### config.mk
export PLATFORM = sky130hd
export DESIGN_NAME = gplut_lookup_logic
export DESIGN_NICKNAME = d
export VERILOG_FILES = /design/src/gplut_pkg.sv /design/src/gplut_select.sv /design/src/gplut_lookup_logic.sv
export SDC_FILE = /design/constraint.sdc
export NUM_CORES = 1
export LEC_CHECK = 0
export BUFFER_PORTS_ARGS = -buffer_cell sky130_fd_sc_hd__buf_2
export CORE_MARGIN = 2
export CORE_UTILIZATION = 54
export CTS_BUF_LIST = sky130_fd_sc_hd__clkbuf_8 sky130_fd_sc_hd__clkbuf_16
export DETAILED_ROUTE_END_ITERATION = 10
export GPL_ROUTABILITY_DRIVEN = 0
export PLACE_DENSITY = 0.89
export SYNTH_ARGS = -nofsm -noshare
export SYNTH_HDL_FRONTEND = slang
export SYNTH_SLANG_ARGS = --single-unit
### constraint.sdc
create_clock -name clk -period 2.24 [get_ports clk]
set_input_delay 0.112 -clock clk [delete_from_list [all_inputs] [get_ports clk]]
set_output_delay 0.112 -clock clk [all_outputs]
set_load 0.02 [all_outputs]
### src/gplut_pkg.sv
// Package with the constants and types of the GPIO lookup table logic.
//
// Functional notes
// - Upper 2-to-1: line 6 from table bits 7..4.
// - Lower 2-to-1: line 2 from table bits 3..0.
// - Upper 3-to-1: line 7 indexed by lines 6..4.
// - Lower 3-to-1: line 3 indexed by lines 2..0.
// - Table acts only in its matching decode mode.
// - All table bytes reset to zero.
// - Two-bit mode: plain, 2-to-1, 3-to-1, 3-to-2.
package gplut_pkg;

  // ==========================================================================
  // Register map
  // ==========================================================================
  localparam int        GPLUT_ADDR_W      = 8;     // Register address width.
  localparam int        GPLUT_DATA_W      = 8;     // Register data width.
  localparam int        GPLUT_IO_W        = 8;     // Number of I/O lines.
  localparam logic [7:0] GPLUT_OFS_TABLE_A = 8'h11; // 2-to-1 tables.
  localparam logic [7:0] GPLUT_OFS_TABLE_B = 8'h12; // Upper 3-to-1 table.
  localparam logic [7:0] GPLUT_OFS_TABLE_C = 8'h13; // Lower 3-to-1 table.
  localparam logic [7:0] GPLUT_TABLE_RST   = 8'h00; // Table reset value.
  localparam logic [7:0] GPLUT_UNMAPPED_RD = 8'h00; // Unmapped read data.

  // ==========================================================================
  // Field positions
  // ==========================================================================
  localparam int GPLUT_A_UP_LSB   = 4;  // Upper 2-to-1 half of table a.
  localparam int GPLUT_A_LO_LSB   = 0;  // Lower 2-to-1 half of table a.
  localparam int GPLUT_UP21_OUT   = 6;  // Line driven by upper 2-to-1.
  localparam int GPLUT_LO21_OUT   = 2;  // Line driven by lower 2-to-1.
  localparam int GPLUT_UP31_OUT   = 7;  // Line driven by upper 3-to-1.
  localparam int GPLUT_LO31_OUT   = 3;  // Line driven by lower 3-to-1.
  localparam int GPLUT_UP_SEL_LSB = 4;  // Lowest select line, upper half.
  localparam int GPLUT_LO_SEL_LSB = 0;  // Lowest select line, lower half.

  // ==========================================================================
  // Types
  // ==========================================================================
  // Decode mode of one nibble.
  typedef enum logic [1:0] {
    GPLUT_MODE_PLAIN = 2'b00,  // Normal GPIO, no lookup.
    GPLUT_MODE_2TO1  = 2'b01,  // Two lines select one table bit.
    GPLUT_MODE_3TO1  = 2'b10,  // Three lines select one table bit.
    GPLUT_MODE_3TO2  = 2'b11   // Three to two decode, not served here.
  } gplut_mode_t;

  // Register access request from the device's serial register interface.
  typedef struct packed {
    logic                    wr;     // One-cycle write strobe.
    logic                    rd;     // One-cycle read strobe.
    logic [GPLUT_ADDR_W-1:0] addr;   // Register address.
    logic [GPLUT_DATA_W-1:0] wdata;  // Write data.
  } gplut_req_t;

  // The three lookup table bytes.
  typedef struct packed {
    logic [7:0] a;  // lookup_table_a.
    logic [7:0] b;  // lookup_table_b.
    logic [7:0] c;  // lookup_table_c.
  } gplut_tables_t;

  // Whole state of the lookup logic.
  typedef struct packed {
    gplut_tables_t           tbl;    // Table registers.
    logic [GPLUT_DATA_W-1:0] rdata;  // Registered read data.
    logic                    rvalid; // Read data valid pulse.
  } gplut_state_t;

endpackage : gplut_pkg

### src/gplut_select.sv
// Table bit selector: picks one bit of a table slice by a line pattern.
`timescale 1ns/1ps
module gplut_select
  import gplut_pkg::*;
#(
  parameter int SEL_W = 2  // Number of selecting lines.
) (
  input  wire logic [(1<<SEL_W)-1:0] table_bits,
  input  wire logic [SEL_W-1:0]      sel,
  output logic                       bit_out
);

  // ==========================================================================
  // Parameter check
  // ==========================================================================
  // Only two or three selecting lines exist in this block.
  if (SEL_W < 2 || SEL_W > 3) begin : g_bad_sel
    $error("gplut_select: SEL_W must be 2 or 3.");
  end

  // ==========================================================================
  // Selection
  // ==========================================================================
  // The all-ones pattern picks the top bit, all-zeros the bottom bit.
  always_comb begin
    bit_out = table_bits[sel];
  end

endmodule // gplut_select

### src/gplut_lookup_logic.sv
// Lookup table logic that drives I/O lines from neighbouring line levels.
`timescale 1ns/1ps
module gplut_lookup_logic
  import gplut_pkg::*;
#(
  parameter int IO_W = GPLUT_IO_W  // Number of I/O lines served.
) (
  input  wire logic              clk,
  input  wire logic              rst,
  input  wire gplut_req_t        req,
  output logic [GPLUT_DATA_W-1:0] rdata,
  output logic                   rvalid,
  input  wire gplut_mode_t       upper_decode_mode,
  input  wire gplut_mode_t       lower_decode_mode,
  input  wire logic [IO_W-1:0]   io_in,
  output logic [IO_W-1:0]        io_out,
  output logic [IO_W-1:0]        io_drive
);

  // ==========================================================================
  // Parameter check
  // ==========================================================================
  // Line positions are fixed for an eight-line port.
  if (IO_W != GPLUT_IO_W) begin : g_bad_io
    $error("gplut_lookup_logic: IO_W must be 8.");
  end

  // ==========================================================================
  // State
  // ==========================================================================
  gplut_state_t s_q;  // Registered state.
  gplut_state_t s_d;  // Next state.

  // Register writes and reads; unmapped writes are ignored.
  always_comb begin
    s_d        = s_q;
    s_d.rvalid = req.rd;
    if (req.wr) begin
      if (req.addr == GPLUT_OFS_TABLE_A) begin
        s_d.tbl.a = req.wdata;  // Next cycle reaches the outputs.
      end else if (req.addr == GPLUT_OFS_TABLE_B) begin
        s_d.tbl.b = req.wdata;
      end else if (req.addr == GPLUT_OFS_TABLE_C) begin
        s_d.tbl.c = req.wdata;
      end
    end
    if (req.rd) begin
      if (req.addr == GPLUT_OFS_TABLE_A) begin
        s_d.rdata = s_q.tbl.a;
      end else if (req.addr == GPLUT_OFS_TABLE_B) begin
        s_d.rdata = s_q.tbl.b;
      end else if (req.addr == GPLUT_OFS_TABLE_C) begin
        s_d.rdata = s_q.tbl.c;
      end else begin
        s_d.rdata = GPLUT_UNMAPPED_RD;  // Unmapped address reads zero.
      end
    end
  end

  // State register; every table comes out of reset cleared.
  always_ff @(posedge clk) begin
    if (rst) begin
      s_q.tbl.a  <= GPLUT_TABLE_RST;
      s_q.tbl.b  <= GPLUT_TABLE_RST;
      s_q.tbl.c  <= GPLUT_TABLE_RST;
      s_q.rdata  <= GPLUT_UNMAPPED_RD;
      s_q.rvalid <= 1'b0;
    end else begin
      s_q <= s_d;
    end
  end

  assign rdata  = s_q.rdata;
  assign rvalid = s_q.rvalid;

  // ==========================================================================
  // Table selection
  // ==========================================================================
  logic up21_bit;  // Upper 2-to-1 result.
  logic lo21_bit;  // Lower 2-to-1 result.
  logic up31_bit;  // Upper 3-to-1 result.
  logic lo31_bit;  // Lower 3-to-1 result.

  // Upper 2-to-1: lines 5..4 select among bits 7..4 of table a.
  gplut_select #(.SEL_W(2)) u_up21 (
    .table_bits (s_q.tbl.a[GPLUT_A_UP_LSB +: 4]),
    .sel        (io_in[GPLUT_UP_SEL_LSB +: 2]),
    .bit_out    (up21_bit)
  );

  // Lower 2-to-1: lines 1..0 select among bits 3..0 of table a.
  gplut_select #(.SEL_W(2)) u_lo21 (
    .table_bits (s_q.tbl.a[GPLUT_A_LO_LSB +: 4]),
    .sel        (io_in[GPLUT_LO_SEL_LSB +: 2]),
    .bit_out    (lo21_bit)
  );

  // Upper 3-to-1: lines 6..4 index table b.
  gplut_select #(.SEL_W(3)) u_up31 (
    .table_bits (s_q.tbl.b),
    .sel        (io_in[GPLUT_UP_SEL_LSB +: 3]),
    .bit_out    (up31_bit)
  );

  // Lower 3-to-1: lines 2..0 index table c.
  gplut_select #(.SEL_W(3)) u_lo31 (
    .table_bits (s_q.tbl.c),
    .sel        (io_in[GPLUT_LO_SEL_LSB +: 3]),
    .bit_out    (lo31_bit)
  );

  // ==========================================================================
  // Output steering
  // ==========================================================================
  // A table reaches a line only in its own mode; other lines stay GPIO.
  always_comb begin
    io_out   = '0;
    io_drive = '0;
    case (upper_decode_mode)
      GPLUT_MODE_2TO1: begin
        io_out[GPLUT_UP21_OUT]   = up21_bit;
        io_drive[GPLUT_UP21_OUT] = 1'b1;
      end
      GPLUT_MODE_3TO1: begin
        io_out[GPLUT_UP31_OUT]   = up31_bit;
        io_drive[GPLUT_UP31_OUT] = 1'b1;
      end
      default: begin
        io_out[GPLUT_UP31_OUT] = 1'b0;  // Plain or 3-to-2: no lookup.
      end
    endcase
    case (lower_decode_mode)
      GPLUT_MODE_2TO1: begin
        io_out[GPLUT_LO21_OUT]   = lo21_bit;
        io_drive[GPLUT_LO21_OUT] = 1'b1;
      end
      GPLUT_MODE_3TO1: begin
        io_out[GPLUT_LO31_OUT]   = lo31_bit;
        io_drive[GPLUT_LO31_OUT] = 1'b1;
      end
      default: begin
        io_out[GPLUT_LO31_OUT] = 1'b0;  // Plain or 3-to-2: no lookup.
      end
    endcase
  end
endmodule // gplut_lookup_logic

==> flow_summary.yaml <==
outcome:
  status: "complete, no violations"
worst_setup_path:
  reg2reg_to: "rdata[7]"
  r2r_setup_slack_ns: 1.22
  worstReg2RegStart: "s_q[16]"
  cp-end-kind: "output pin"
  critical_path_class: "flip-flop to output pin"
  cp_max_fo: 3
  worstSetupStartpoint: "s_q[21]"
  arrival_ns: 1.47
  worstPathRequired_ns: 2.13
  crit_path_start_kind: "flip-flop"
  worst_r2r_path_depth: 3
  crit_end: "io_out[7]"
logic_synthesis:
  syn_area_um2: 1820
  synth_top_area_cell: "dfxtp_1"
  synth_top_area_share_pct: 36.2
  synthTopCellsByArea: "dfxtp_1, mux2i_1, nand2b_1"
  yosysSeqAreaShare_pct: 36.2
  synth_ff_type: "dfxtp_1"
  synth_area_per_cell_um2: 10.4
  postSynthCellCount: 175
  synth_seq_cells: 33
  synth_top_cells_by_count: "dfxtp_1, nand2b_1, mux2i_1, buf_4"
  synth_warnings: 0
  yosysUniqueCellTypes: 22
  synthArstFlopShare_pct: 0
  synth_most_common_cell: "dfxtp_1"
  synth_edf_count: 0
layout:
  syn2layout_area_growth_pct: 15.7
  n_antenna_cell: 0
  layout-drive-gt1-share_pct: 34.4
  nets: 246
  nFillCells: 268
pwr:
  ir_drop_v: 0.000418
  p_seq_share_pct: 46.2
  p_switching_w: 0.000280
  switching_share_pct: 22.0
  pwr-share-comb_pct: 8.9
  clockPowerShare_pct: 44.9
  power_w: 0.00127
  power_density_nw_per_um2: 604
  power_leakage_nw: 0.965
  p_int_w: 0.000994
sta:
  min_period_ns: 1.59
  hold_violations: 0
  final_max_slew_viol_count: 0
  setup-violations-final: 0
  rsz0062_at_grt: "false"
  slew_headroom_pct: 55.7
  skew_ns: 0.00620
  max_freq_ghz: 0.630
  worst_pin_slew_ns: 0.662
  final.period_utilization_pct: 70.8
  finalSetupTns_ns: 0
flow_run:
  cap_violations: 0
route:
  wirelength_mm: 3.67
  dr.pass1.iters: 4
  vias: 1398
  drc: 0
  drt.antenna.violating_nets: 0
  post_drt_via_cell_ratio: 5.36
  wl_per_cell_um: 14.1
  drt-initial-drc-count: 38
grt:
  antenna_found_initial: 0
  use_met1_pct: 26.3
  grt_util_met3_pct: 6.34
  grt_usage_pct: 21.0
  gr-total-overflow: 0
  grt_max_degree: 35
  use_met2_pct: 34.0
  gr-max-usage-layer: "met2"
  grt_pass1_vias: 1315
  grt_pass1_wl_mm: 6.28
cts:
  cts_made_buffers: 5
  clockRootBuffer: "clkbuf_8"
  cts_tree: "yes"
  cts_max_level: 2
  clockBufferDepth: 2
  clock-sinks: 33
  cts_hold_buf: 0
  cts_resized: 0
  post_cts_buffers: 0
  path_clk_slew_ns: 0.07
  clock_latency_ns: 0.29
floorplan:
  die_w_um: 62.1
  rows: 21
  io_pins: 57
  die_y_um: 62.1
  initial_core_util_pct: 55.5
  die_area_um2: 3860
  core_region_area_um2: 3280
hold_path:
  min_from: "req[11]"
  hold_class: "input port to flip-flop"
placed_design:
  io_buffers: 46
  dp_hpwl_mm: 2.76
-- worst min-delay path by stage --
stage               end  slack, ns  cells after the start
2_1_floorplan    rvalid       0.20                      1
6_report       rdata[5]       0.08                      2
3_3_place_gp   rdata[5]       0.38                      2
5_1_grt        rdata[6]       0.08                      2
3_5_place_dp   rdata[5]       0.38                      2
4_1_cts        rdata[5]       0.07                      2
-- layout make-up --
| class | count | area, um2 | share of cell area, % |
|---|---|---|---|
| clock buffers | 6 | 82.6 | 3.91 |
| clock inverters | 2 | 33.8 | 1.60 |
| multi-input cells | 127 | 1040 | 49.2 |
| flip-flops and latches | 33 | 661 | 31.3 |
| well taps | 46 | 57.6 | 2.73 |
| repair buffers | 47 | 238 | 11.3 |
-- metal layers --
layer	vias to the layer above	wire length [um]
met3	4	249
met1	678	1580
met2	44	1790
li1	672	-
met5	-	0
met4	0	49
-- cell usage in the layout (no fill, tap or decap), types with 8 or more instances in the layout --
cell,count
buf_2,46
dfxtp_1,33
nand2b_1,32
mux2i_1,26
nor2b_1,9
nand2_1,9
mux2_2,8
a22oi_1,8
conb_1,8
-- registers in the layout, indices dropped and copies added (netlist names) --
name	flops
rdata	8
rvalid	1
s_q	24
-- critical path: stages, from the launching register on --
cell	delay, ns
dfxtp_1	0.34
mux4_2	0.47
mux2i_1	0.16
nor2b_1	0.06
buf_2	0.15
-- cells by family (layout without fill, tap and decap cells) --
group / Yosys count / count (layout) / synth area share (%)
simple gates: 63 / 63 / 22.7
flops: 33 / 33 / 36.2
other cells: 1 / 8 / 0.206
compound gates: 16 / 16 / 5.90
mux: 40 / 40 / 26.6
buf+inv: 22 / 55 / 8.30
-- stage by stage --
stage	setup slack, ns	instances	util, %	hold WS (ns)	area [um2]
floorplan	1.11	182	-	0.195	1850
global placement	0.840	253	60.7	0.382	1990
detailed placement	0.793	253	60.7	0.383	1990
CTS	0.649	261	64.2	0.0682	2110
global route	0.605	261	64.2	0.0795	2110
finish	0.654	261	64.2	0.0759	2110
-- power by group through the flow --
stage,Combinational (W),Sequential (W),Clock (W)
finish,0.000113,0.000589,0.000572
global route,0.000122,0.000588,0.000615
CTS,0.000113,0.000589,0.000583
detailed placement,0.000113,0.000602,0
global placement,0.000112,0.000602,0
floorplan,0.0000735,0.000603,0
Power figures use the tool's default switching activity.
